$ cat src/include/lic_consts.svh
// Address map, field positions, reset values and source table of the interrupt controller
`ifndef LIC_CONSTS_SVH
`define LIC_CONSTS_SVH

// Register addresses in the register file
`define LIC_ADDR_REQUEST 8'hdc
`define LIC_ADDR_MASK 8'hdd
`define LIC_ADDR_MODE 8'hde
`define LIC_ADDR_PRIO 8'hff

// System mode fields
`define LIC_MODE_GIE 0
`define LIC_MODE_FIE 1
`define LIC_MODE_FSEL_LO 2
`define LIC_MODE_FSEL_HI 4

// Priority register fields
`define LIC_PRIO_ORD_HI 7
`define LIC_PRIO_ORD_MID 4
`define LIC_PRIO_ORD_LO 1
`define LIC_PRIO_A_SEL 0
`define LIC_PRIO_B_SEL 2
`define LIC_PRIO_B_SUB 3
`define LIC_PRIO_C_SEL 5
`define LIC_PRIO_C_SUB 6

// Group order codes on priority bits 7, 4, 1
`define LIC_ORD_B_C_A 3'h1
`define LIC_ORD_C_B_A 3'h5

// Reset values
`define LIC_BYTE_ZERO 8'h00
`define LIC_MODE_RESET 5'h00

// Default source table: 17 sources in vector order
`define LIC_NUM_SOURCES 17
`define LIC_HW_CLEAR_SOURCES 17'h00241
`define LIC_LEVEL_MAP {3'h5, 3'h4, 3'h4, 3'h4, 3'h4, 3'h4, 3'h4, 3'h3, \
  3'h2, 3'h2, 3'h2, 3'h1, 3'h1, 3'h1, 3'h1, 3'h0, 3'h0}

`endif

$ cat src/include/lic_pkg.sv
// Shared types of the interrupt controller
package lic_pkg;
  localparam int LEVELS = 8;
  typedef logic [2:0] lic_level_type;
  typedef logic [7:0] lic_byte_type;
  // Candidate: valid bit above a level number
  typedef logic [3:0] lic_cand_type;
  typedef enum logic [1:0] {ST_IDLE, ST_SERVICE} lic_state_type;
endpackage

$ cat src/include/lic_prio_if.sv
// Carrier between the controller and its level priority resolver
interface lic_prio_if;
  lic_pkg::lic_byte_type req;
  lic_pkg::lic_byte_type prio;
  logic grant_valid;
  lic_pkg::lic_level_type grant_level;
  modport ctrl (output req, output prio, input grant_valid, input grant_level);
  modport resolver (input req, input prio, output grant_valid, output grant_level);
endinterface

$ cat src/logic/lic_prio_resolver.sv
// Group based priority resolution among the eight unmasked levels
`include "lic_consts.svh"
module lic_prio_resolver (
  // Requests, priority setting and winner
  lic_prio_if.resolver pif
);
  lic_pkg::lic_cand_type cand [lic_pkg::LEVELS];
  lic_pkg::lic_cand_type grp_a;
  lic_pkg::lic_cand_type grp_b;
  lic_pkg::lic_cand_type grp_c;
  lic_pkg::lic_cand_type best;
  logic [2:0] order;

  // Take the preferred candidate if it is valid, else the other
  function automatic lic_pkg::lic_cand_type pick2(input lic_pkg::lic_cand_type a,
                                                  input lic_pkg::lic_cand_type b,
                                                  input logic b_first);
    if (b_first) begin
      pick2 = b[3] ? b : a;
    end else begin
      pick2 = a[3] ? a : b;
    end
  endfunction

  // One candidate per level
  genvar gi;
  generate
    for (gi = 0; gi < lic_pkg::LEVELS; gi++) begin : g_cand
      assign cand[gi] = {pif.req[gi], 3'(gi)};
    end
  endgenerate

  // Winners inside groups A, B and C
  always_comb begin
    grp_a = pick2(cand[0], cand[1], pif.prio[`LIC_PRIO_A_SEL]);
    grp_b = pick2(cand[2], pick2(cand[3], cand[4], pif.prio[`LIC_PRIO_B_SUB]),
                  pif.prio[`LIC_PRIO_B_SEL]);
    grp_c = pick2(cand[5], pick2(cand[6], cand[7], pif.prio[`LIC_PRIO_C_SUB]),
                  pif.prio[`LIC_PRIO_C_SEL]);
    order = {pif.prio[`LIC_PRIO_ORD_HI], pif.prio[`LIC_PRIO_ORD_MID],
             pif.prio[`LIC_PRIO_ORD_LO]};
    case (order)
      `LIC_ORD_B_C_A: best = pick2(grp_b, pick2(grp_c, grp_a, 1'b0), 1'b0);
      `LIC_ORD_C_B_A: best = pick2(grp_c, pick2(grp_b, grp_a, 1'b0), 1'b0);
      default: best = pick2(grp_a, pick2(grp_b, grp_c, 1'b0), 1'b0);
    endcase
  end

  // Winner out
  assign pif.grant_valid = best[3];
  assign pif.grant_level = best[2:0];
endmodule

$ cat src/logic/lic_controller.sv
// Level interrupt controller: pending flags, level mask, priority and mode registers
`include "lic_consts.svh"

// Notes on behaviour
// - Mask bit n at 0 blocks level n, at 1 lets it through.
// - Request register is read only, bit n set while level n requests; zero at reset.
// - Request register keeps recording while global enable is off.
// - No request is raised to the CPU while global enable is clear; level and source outputs still follow the winner.
// - Mode bit 0 is global enable; enable-all sets, disable-all clears, writes too.
// - Reset clears mode bits 1 and 0; bits 4 to 2 need no set value.
// - Mode bits 4 to 2 name the level that gets fast handling.
// - Groups: A is levels 0-1, B is levels 2-4, C is levels 5-7.
// - Priority bits 7, 4 and 1 order the three groups.
// - Order code 001 gives B, C, A; code 101 gives C, B, A.
// - Priority bit 0 orders level 0 against level 1.
// - Priority bit 5 orders group C; bit 6 orders its subgroup.
// - Group order and priority bits pick the level; inside a level the lowest vector wins.
// - Hardware-cleared flags set on request, clear on CPU acknowledge; not visible.
// - Timer A, timer D and PWM overflows are hardware cleared; others software.
// - Software-cleared flags stay set until software writes 0 to them.
// - Request goes out only if enabled, unmasked, winning and source enabled.
// - Acknowledge clears global enable; return from handler sets it again.
// - Mode bit 1 turns fast handling on for the selected level.
module lic_controller #(
  parameter int NSRC = `LIC_NUM_SOURCES,
  parameter logic [NSRC-1:0] HW_CLEAR = `LIC_HW_CLEAR_SOURCES,
  parameter logic [3*NSRC-1:0] LEVEL_MAP = `LIC_LEVEL_MAP,
  localparam int SW = $clog2(NSRC)
) (
  // Clock and reset
  input wire logic clk_i,
  input wire logic reset_i,
  // Register file port
  input wire logic [7:0] reg_addr_i,
  input wire logic reg_wr_i,
  input wire logic [7:0] reg_wdata_i,
  output logic [7:0] reg_rdata_o,
  // Core instruction strobes
  input wire logic enable_all_instruction_i,
  input wire logic disable_all_instruction_i,
  input wire logic return_from_handler_i,
  input wire logic cpu_acknowledge_i,
  // Peripheral sources
  input wire logic [NSRC-1:0] src_event_i,
  input wire logic [NSRC-1:0] src_enable_i,
  input wire logic [NSRC-1:0] src_sw_clear_i,
  // Request to the core
  output logic irq_o,
  output logic [2:0] irq_level_o,
  output logic [SW-1:0] irq_source_o,
  output logic irq_fast_o,
  output logic in_service_o,
  // Status
  output logic [NSRC-1:0] src_pending_o,
  output logic global_enable_o
);
  // Register file state
  lic_pkg::lic_byte_type mask_reg;
  lic_pkg::lic_byte_type mask_next;
  lic_pkg::lic_byte_type prio_reg;
  lic_pkg::lic_byte_type prio_next;
  logic [4:0] mode_reg;
  logic [4:0] mode_next;
  lic_pkg::lic_byte_type status_reg;
  lic_pkg::lic_byte_type status_next;
  lic_pkg::lic_byte_type rdata_reg;
  lic_pkg::lic_byte_type rdata_next;

  // Source flags
  logic [NSRC-1:0] pend_reg;
  logic [NSRC-1:0] pend_next;
  logic [NSRC-1:0] gated;
  lic_pkg::lic_byte_type level_req;

  // Service sequence state
  lic_pkg::lic_state_type state_reg;
  lic_pkg::lic_state_type state_next;
  logic [SW-1:0] svc_src_reg;
  logic [SW-1:0] svc_src_next;
  logic svc_reg;
  logic svc_next;

  // Outputs to the core
  logic irq_reg;
  logic irq_next;
  lic_pkg::lic_level_type lvl_reg;
  lic_pkg::lic_level_type lvl_next;
  logic [SW-1:0] src_reg;
  logic [SW-1:0] src_next;
  logic fast_reg;
  logic fast_next;

  // Winner search
  logic src_found;
  logic [SW-1:0] src_win;
  logic wr_mask;
  logic wr_mode;
  logic wr_prio;

  lic_prio_if pif ();

  // Level that a source belongs to
  function automatic lic_pkg::lic_level_type src_level(input int idx);
    src_level = LEVEL_MAP[3*idx +: 3];
  endfunction

  // Address match for a register write
  function automatic logic wr_hit(input logic [7:0] addr, input logic [7:0] target,
                                  input logic wr);
    wr_hit = wr && (addr == target);
  endfunction

  // Level priority resolver
  lic_prio_resolver lic_prio_resolver_inst (
    .pif(pif.resolver)
  );

  // Feed the resolver with unmasked level requests
  assign pif.req = level_req & mask_reg;
  assign pif.prio = prio_reg;

  // Write decode
  assign wr_mask = wr_hit(reg_addr_i, `LIC_ADDR_MASK, reg_wr_i);
  assign wr_mode = wr_hit(reg_addr_i, `LIC_ADDR_MODE, reg_wr_i);
  assign wr_prio = wr_hit(reg_addr_i, `LIC_ADDR_PRIO, reg_wr_i);

  // Source flags gated by their enables
  assign gated = pend_reg & src_enable_i;

  // Level requests as OR of gated flags
  always_comb begin
    level_req = `LIC_BYTE_ZERO;
    for (int i = 0; i < NSRC; i++) begin
      if (gated[i]) begin
        level_req[src_level(i)] = 1'b1;
      end
    end
  end

  // Lowest vector of the winning level
  always_comb begin
    src_found = 1'b0;
    src_win = '0;
    for (int i = NSRC - 1; i >= 0; i--) begin
      if (gated[i] && src_level(i) == pif.grant_level) begin
        src_found = 1'b1;
        src_win = SW'(i);
      end
    end
  end

  // Pending flags: set wins over every clear
  always_comb begin
    pend_next = pend_reg;
    for (int i = 0; i < NSRC; i++) begin
      if (HW_CLEAR[i]) begin
        if (cpu_acknowledge_i && src_reg == SW'(i)) begin
          pend_next[i] = 1'b0;
        end
      end else if (src_sw_clear_i[i]) begin
        pend_next[i] = 1'b0;
      end
      if (src_event_i[i]) begin
        pend_next[i] = 1'b1;
      end
    end
  end

  // Mask, priority and mode registers
  always_comb begin
    mask_next = wr_mask ? reg_wdata_i : mask_reg;
    prio_next = wr_prio ? reg_wdata_i : prio_reg;
    mode_next = mode_reg;
    if (wr_mode) begin
      mode_next = reg_wdata_i[`LIC_MODE_FSEL_HI:0];
    end
    if (disable_all_instruction_i) begin
      mode_next[`LIC_MODE_GIE] = 1'b0;
    end
    if (enable_all_instruction_i || return_from_handler_i) begin
      mode_next[`LIC_MODE_GIE] = 1'b1;
    end
    if (cpu_acknowledge_i) begin
      mode_next[`LIC_MODE_GIE] = 1'b0;
    end
  end

  // Request status and read data
  always_comb begin
    status_next = level_req;
    case (reg_addr_i)
      `LIC_ADDR_REQUEST: rdata_next = status_reg;
      `LIC_ADDR_MASK: rdata_next = mask_reg;
      `LIC_ADDR_MODE: rdata_next = {3'h0, mode_reg};
      `LIC_ADDR_PRIO: rdata_next = prio_reg;
      default: rdata_next = `LIC_BYTE_ZERO;
    endcase
  end

  // Request presented to the core
  always_comb begin
    irq_next = mode_reg[`LIC_MODE_GIE] && pif.grant_valid && src_found
               && !cpu_acknowledge_i;
    lvl_next = pif.grant_valid ? pif.grant_level : lvl_reg;
    src_next = src_found ? src_win : src_reg;
    fast_next = irq_next && mode_reg[`LIC_MODE_FIE]
                && (pif.grant_level == mode_reg[`LIC_MODE_FSEL_HI:`LIC_MODE_FSEL_LO]);
    if (cpu_acknowledge_i) begin
      lvl_next = lvl_reg;
      src_next = src_reg;
    end
  end

  // Service sequence: acknowledge enters, return leaves
  always_comb begin
    state_next = state_reg;
    svc_src_next = svc_src_reg;
    case (state_reg)
      lic_pkg::ST_IDLE: begin
        if (cpu_acknowledge_i && irq_reg) begin
          state_next = lic_pkg::ST_SERVICE;
          svc_src_next = src_reg;
        end
      end
      lic_pkg::ST_SERVICE: begin
        if (return_from_handler_i) begin
          state_next = lic_pkg::ST_IDLE;
        end
      end
      default: state_next = lic_pkg::ST_IDLE;
    endcase
    svc_next = (state_next == lic_pkg::ST_SERVICE);
  end

  // Registers; mask and priority only need a known value
  always_ff @(posedge clk_i) begin
    if (reset_i) begin
      mask_reg <= `LIC_BYTE_ZERO;
      prio_reg <= `LIC_BYTE_ZERO;
      mode_reg <= `LIC_MODE_RESET;
      status_reg <= `LIC_BYTE_ZERO;
      rdata_reg <= `LIC_BYTE_ZERO;
      pend_reg <= '0;
      state_reg <= lic_pkg::ST_IDLE;
      svc_src_reg <= '0;
      svc_reg <= 1'b0;
      irq_reg <= 1'b0;
      lvl_reg <= '0;
      src_reg <= '0;
      fast_reg <= 1'b0;
    end else begin
      mask_reg <= mask_next;
      prio_reg <= prio_next;
      mode_reg <= mode_next;
      status_reg <= status_next;
      rdata_reg <= rdata_next;
      pend_reg <= pend_next;
      state_reg <= state_next;
      svc_src_reg <= svc_src_next;
      svc_reg <= svc_next;
      irq_reg <= irq_next;
      lvl_reg <= lvl_next;
      src_reg <= src_next;
      fast_reg <= fast_next;
    end
  end

  // Outputs straight from flip-flops
  assign reg_rdata_o = rdata_reg;
  assign irq_o = irq_reg;
  assign irq_level_o = lvl_reg;
  assign irq_source_o = src_reg;
  assign irq_fast_o = fast_reg;
  assign in_service_o = svc_reg;
  assign src_pending_o = pend_reg & ~HW_CLEAR;
  assign global_enable_o = mode_reg[`LIC_MODE_GIE];
endmodule

$ cat config.mk
export PLATFORM = sky130hd
export DESIGN_NAME = lic_controller
export DESIGN_NICKNAME = d
export VERILOG_FILES = /design/src/include/lic_pkg.sv /design/src/include/lic_prio_if.sv /design/src/logic/lic_prio_resolver.sv /design/src/logic/lic_controller.sv
export VERILOG_INCLUDE_DIRS = /design/src /design/src/include
export SDC_FILE = /design/constraint.sdc
export NUM_CORES = 1
export LEC_CHECK = 0
export BUFFER_PORTS_ARGS = -buffer_cell sky130_fd_sc_hd__buf_4
export CORE_UTILIZATION = 54
export CTS_CLUSTER_DIAMETER = 40
export CTS_CLUSTER_SIZE = 28
export DETAILED_ROUTE_END_ITERATION = 10
export PLACE_DENSITY = 0.85
export SETUP_SLACK_MARGIN = 0.5
export SYNTH_ARGS = -nofsm -noshare
export SYNTH_HDL_FRONTEND = slang
export SYNTH_SLANG_ARGS = --single-unit
export TNS_END_PERCENT = 30
$ cat constraint.sdc
create_clock -name clk_i -period 6.3 [get_ports clk_i]
set_input_delay 0.63 -clock clk_i [delete_from_list [all_inputs] [get_ports clk_i]]
set_output_delay 0.63 -clock clk_i [all_outputs]
set_load 0.02 [all_outputs]
Word level (Yosys, flattened, before mapping)
Cells that the tools add are included.
{"block": "classes", "n_eq_ne": 16, "bitwise": 3, "reduce_logical": 55, "n_mux": 114}
{"cell": "5-bit two-way mux", "count": 17}
{"cell": "4-bit two-way mux", "count": 21}
{"cell": "1-bit two-way mux", "count": 71}
{"cell": "2-bit nonzero test", "count": 17}
{"cell": "8-bit equality test (second input constant)", "count": 4}
{"cell": "8-bit one-hot mux with 4 select lines", "count": 1}
{"cell": "1-bit logical AND", "count": 29}
{"cell": "17-bit AND", "count": 1}
{"cell": "6-bit by 8-bit AND with 8-bit output", "count": 1}
{"cell": "4-bit one-hot mux with 2 select lines", "count": 1}
{"cell": "2-bit by 3-bit equality test with 1-bit output (first input constant)", "count": 2}
{"cell": "3-bit equality test (first input constant)", "count": 2}
{"cell": "5-bit by 3-bit equality test with 1-bit output (second input constant)", "count": 1}
{"cell": "5-bit by 4-bit equality test with 1-bit output (second input constant)", "count": 1}
{"cell": "5-bit logical NOT", "count": 1}
{"cell": "2-bit by 1-bit equality test with 1-bit output (second input constant)", "count": 2}
{"cell": "2-bit two-way mux", "count": 2}
{"cell": "2-bit one-hot mux with 2 select lines", "count": 1}
{"cell": "2-bit AND reduction", "count": 2}
{"cell": "1-bit by 3-bit equality test with 1-bit output (first input constant)", "count": 1}
{"cell": "3-bit by 1-bit equality test with 1-bit output (second input constant)", "count": 1}
{"cell": "3-bit equality test", "count": 1}
{"cell": "3-bit equality test (second input constant)", "count": 1}
{"cell": "3-bit logical NOT", "count": 1}
{"cell": "other kinds (6)", "count": 6}
{"block": "word_totals", "wordCells": 218, "reg_bits": 67, "in_bits": 74, "output_inout_bits": 37}

Longest topological paths before layout
{"block": "logic_depth", "word_depth": 38, "depth_mapped": 8, "depth_no_buf": 8}

Cells and area by module
A second synthesis with hierarchy kept.
{"block": "hier_totals", "hier_cells": 393, "area_unflattened_um2": 3264.4}
{"mod": "lic_controller", "seq_area_each_um2": 1301.2, "n_inst": 1, "area_each_um2": 3017.9, "cells_per_inst": 354}
{"mod": "lic_prio_resolver", "seq_area_each_um2": 0.0, "n_inst": 1, "area_each_um2": 246.5, "cells_per_inst": 39}

Least setup slack after synthesis
Ideal clock, no wire load.
{"block": "synth_path", "kind": "input -> register", "startpoint": "in src_enable_i[6]", "endpoint": "reg src_reg[1], in the netlist irq_source_o[1]", "arrival_time_ps": 2856, "path_buffers": 0, "setup_time_ps": 121, "stages": 8, "required_time_ps": 6179, "slack_ps": 3323, "cell_sequence": "a222oi_1 -> a211oi_1 -> nor3_2 -> nor2_2 -> or4_4 -> a32oi_2 -> a31o_4 -> mux2_4"}
{"block": "synth_via", "elab_chain_len": 30, "word_cells_on_any_way": 71, "classes_between": "eq/ne (5); mux (45); bitwise (2); reduce/logical (19)"}
{"item": "from (decl)", "line_no": "lic_controller.sv:45", "rtl": "input wire logic [NSRC-1:0] src_enable_i,"}
{"item": "17-bit AND (*)", "line_no": "lic_controller.sv:128", "rtl": "assign gated = pend_reg & src_enable_i;"}
{"item": "1-bit two-way mux (3 in a row)", "line_no": "lic_controller.sv:134", "rtl": "if (gated[i]) begin"}
{"item": "6-bit by 8-bit AND with 8-bit output", "line_no": "lic_controller.sv:119", "rtl": "assign pif.req = level_req & mask_reg;"}
{"item": "4-bit two-way mux, on equally long branches", "line_no": "lic_prio_resolver.sv:21, lic_prio_resolver.sv:19"}
{"item": "4-bit two-way mux", "line_no": "lic_prio_resolver.sv:18", "rtl": "if (b_first) begin"}
{"item": "4-bit two-way mux (2 in a row)", "line_no": "lic_prio_resolver.sv:21", "rtl": "pick2 = a[3] ? a : b;"}
{"item": "4-bit one-hot mux with 2 select lines", "line_no": "lic_prio_resolver.sv:42", "rtl": "case (order)"}
{"item": "3-bit equality test", "line_no": "lic_controller.sv:145", "rtl": "if (gated[i] && src_level(i) == pif.grant_level) begin"}
{"item": "1-bit logical AND", "line_no": "lic_controller.sv:145"}
{"item": "1-bit two-way mux (17 in a row)", "line_no": "lic_controller.sv:145"}
{"item": "2-bit AND reduction (no source line)"}
{"item": "to (signal assigned)", "line_no": "lic_controller.sv:263", "rtl": "src_reg <= src_next;"}
{"item": "to (decl)", "line_no": "lic_controller.sv:88", "rtl": "logic [SW-1:0] src_reg;"}
Mark *: on every way between the ends. The rest lies on a longest branch, timed or not.
A chain may end at the register's enable or synchronous reset.

Final worst setup path
Ends and elaborated chain as after synthesis.

==> flow_summary.ini <==
[pwr]
total_power_uw = 848
p_per_area_nw_per_um2 = 202
ir_worst_vdd_mv = 0.147
leakage_uw = 0.00181

[floorplan]
core_sq_um = 5920
pin_count = 111
die-width_microns = 80.3
initial_core_util_pct = 55.9
row_count = 28
fp.dieH_microns = 80.3
die_area_sq_um = 6440

[yosys]
synth_edf_count = 0
synthArstFlopShare_pct = 0
ys_warn_count = 0
synthesis.area_per_instance_sq_um = 8.27
ys_types = 60
mappedNetlistArea_sq_um = 3310
ys_ff_latch = 65
syn_inst = 400
ys_seq_area_share_pct = 39.3
synthFlopType = dfxtp_1

[finish]
final_area_sq_um = 4200
largest_reg_flops = 17
fill_cells = 498
finalNonFillerCells = 570
syn2layout_area_growth_pct = 27.0
layout.nets = 564
n_antenna_cell = 0
drive_gt1_share_pct = 29.5

[worst_setup_path]
r2r_cells = 8
cp.arrival_ns = 3.66
cp.required_ns = 6.54
setup.worst_path.end = irq_source_o[1]
critPathLaunchType = primary input
startpoint = src_enable_i[6]
endpoint_kind = flip-flop
r2r_slack_ns = 2.93
rr_startpoint = pend_reg[7]
reg2reg_to = irq_source_o[1]
critPathKind = in -> reg
crit_fanout = 5

[flow_run]
maxCapViolCount = 0

[timing]
rsz0062_at_grt = false
relSlewSlack_pct = 26.6
max_freq_mhz = 292
worst_slew_pin_slew_ns = 1.09
finalSetupTns_ns = 0
setup_viol = 0
final.period_utilization_pct = 54.4
min_period_ns = 3.43
drv_slew = 0
hold_viol_final = 0
clock_skew_ns = 0.00750

[cts]
clock_path_buffers = 2
cts_resized = 0
cts_setup_buffers = 0
cts_buffers = 9
hold_buffers = 0
htree_levels = 3
cts.clk_slew.worst_paths_ns = 0.07
root_buffer = clkbuf_8
cts_tree = yes
insertion_delay_ns = 0.35
numClockSinks = 65

[drt]
vias = 3372
wire_per_inst_microns = 15.8
ant_nets = 0
dr.pass1.iters = 5
drc = 0
viasPerCell = 5.92
wl_microns = 8990
drt_iter0_drc = 245

[global_routing]
grtUsageTotal_pct = 29.1
grt-ovfl-total = 0
grt_max_degree = 55
grt_pass1_vias = 3103
grt_pass1_wl_microns = 14300
antenna_found_initial = 0

[placed_design]
numPortBuffers = 104
hpwlAfterDp_microns = 6570
place_inst = 554
gp_congestion = 0.955
place_area_sq_um = 4030

[outcome]
status = finished, final reports clean

[worst_hold_path]
hold_path_class = reg -> reg
## metal layers
| layer | vias up | GRT usage, % | wire length, microns | part of all wire [%] |
|---|---|---|---|---|
| met3 | 28 | 4.89 | 575 | 6.4 |
| met1 | 1545 | 37.2 | 3940 | 44 |
| met2 | 175 | 46.2 | 4150 | 46 |
| li1 | 1624 | - | - | - |
| met4 | 0 | 16.6 | 323 | 3.6 |
| met5 | - | 0 | 0 | 0 |
## cell usage in the layout (no fill, tap or decap), types with 5 or more instances in the layout
| master | synthesis | routed |
|---|---|---|
| clkbuf_8 | 0 | 10 |
| a21oi_1 | 45 | 45 |
| mux2_2 | 7 | 7 |
| nor2_1 | 40 | 40 |
| nand3_1 | 26 | 26 |
| inv_1 | 17 | 17 |
| mux2i_1 | 11 | 11 |
| a22oi_1 | 11 | 11 |
| nor3_1 | 9 | 9 |
| dfxtp_1 | 65 | 65 |
| and3_1 | 6 | 6 |
| buf_4 | 17 | 105 |
| a31oi_1 | 8 | 8 |
| nand2_1 | 44 | 44 |
| nor4_1 | 5 | 5 |
## cells in the mapped netlist, types with 2 or more instances
library cell  number  area share, %
nor2b_1            3           0.57
a21oi_1           45            6.8
inv_1             17            1.9
xnor2_1            3           0.79
a21o_1             2           0.45
nand3_1           26            3.9
buf_4             17            3.9
mux2i_1           11            3.3
or3_1              2           0.38
a31oi_1            8            1.5
or2_2              3           0.57
a21oi_2            2           0.53
and2_1             4           0.76
o311ai_0           2           0.53
a211o_1            2           0.53
a211oi_1           3           0.68
nor2_1            40            4.5
clkbuf_1          12            1.4
a2111oi_0          2           0.53
nor2_2             2           0.38
nand2_1           44            5.0
nor4_1             5           0.95
o32ai_1            2           0.53
o211ai_1           4           0.91
a311oi_1           2           0.53
nand4_1            3           0.57
and3_1             6            1.1
a22oi_1           11            2.5
dfxtp_1           65             39
nor3_1             9            1.4
a32oi_1            3           0.79
o21ai_1            2           0.30
o21a_1             2           0.45
a22o_1             4            1.1
mux2_2             7            2.4
## cell families (layout without fill, tap and decap cells)
group	Yosys count	in the layout	synth area share, %
AOI/OAI and AO/OA	114	114	25.0
DFF	65	65	39.3
buffers and inverters	46	138	7.15
and+or+nand+nor	152	152	21.5
muxes	19	19	6.17
other	1	4	0.113
xor gates and xnor gates	3	3	0.795
## report_power, final
part / total, uW / leakage [uW] / switching (uW) / internal [uW]
sequential: 431 / 0.000530 / 9.84 / 421
clock: 314 / 0.0000891 / 162 / 152
combinational: 103 / 0.00119 / 52.0 / 51.4
total: 848 / 0.00181 / 224 / 625
## through the flow
step / hold slack, ns / utilization (%) / setup slack [ns]
after floorplan: 0.399 / - / 3.32
after global placement: 0.403 / 68.0 / 2.66
after detailed placement: 0.424 / 68.0 / 2.58
after CTS: 0.434 / 70.9 / 2.95
after global routing: 0.443 / 70.9 / 2.69
final: 0.436 / 70.9 / 2.87
## critical path, cell delays in order
cell,delay [ns]
buf_4,0.11
a222oi_1,0.78
o211a_1,0.27
nand2_1,0.12
o32ai_1,0.77
a211oi_2,0.10
a32oi_2,0.35
a31o_4,0.23
mux2_4,0.29
## final cells by class
| class | instances | area [sq um] | share of cell area [%] |
|---|---|---|---|
| Clock buffer | 11 | 141 | 3.37 |
| Clock inverter | 5 | 31.3 | 0.745 |
| Inverter | 17 | 63.8 | 1.52 |
| Multi-Input combinational cell | 292 | 1780 | 42.4 |
| Sequential cell | 65 | 1300 | 31.0 |
| Tap cell | 75 | 93.8 | 2.23 |
| Timing Repair Buffer | 105 | 788 | 18.8 |
## worst min-delay path by stage
stage,startpoint,to,cells after the start
3_5_place_dp,state_reg[1],in_service_o,1
6_report,state_reg[1],in_service_o,1
5_1_grt,state_reg[1],state_reg[0],1
3_3_place_gp,state_reg[1],state_reg[0],1
4_1_cts,state_reg[1],in_service_o,1
2_1_floorplan,state_reg[1],in_service_o,1
Power figures use the tool's default switching activity.
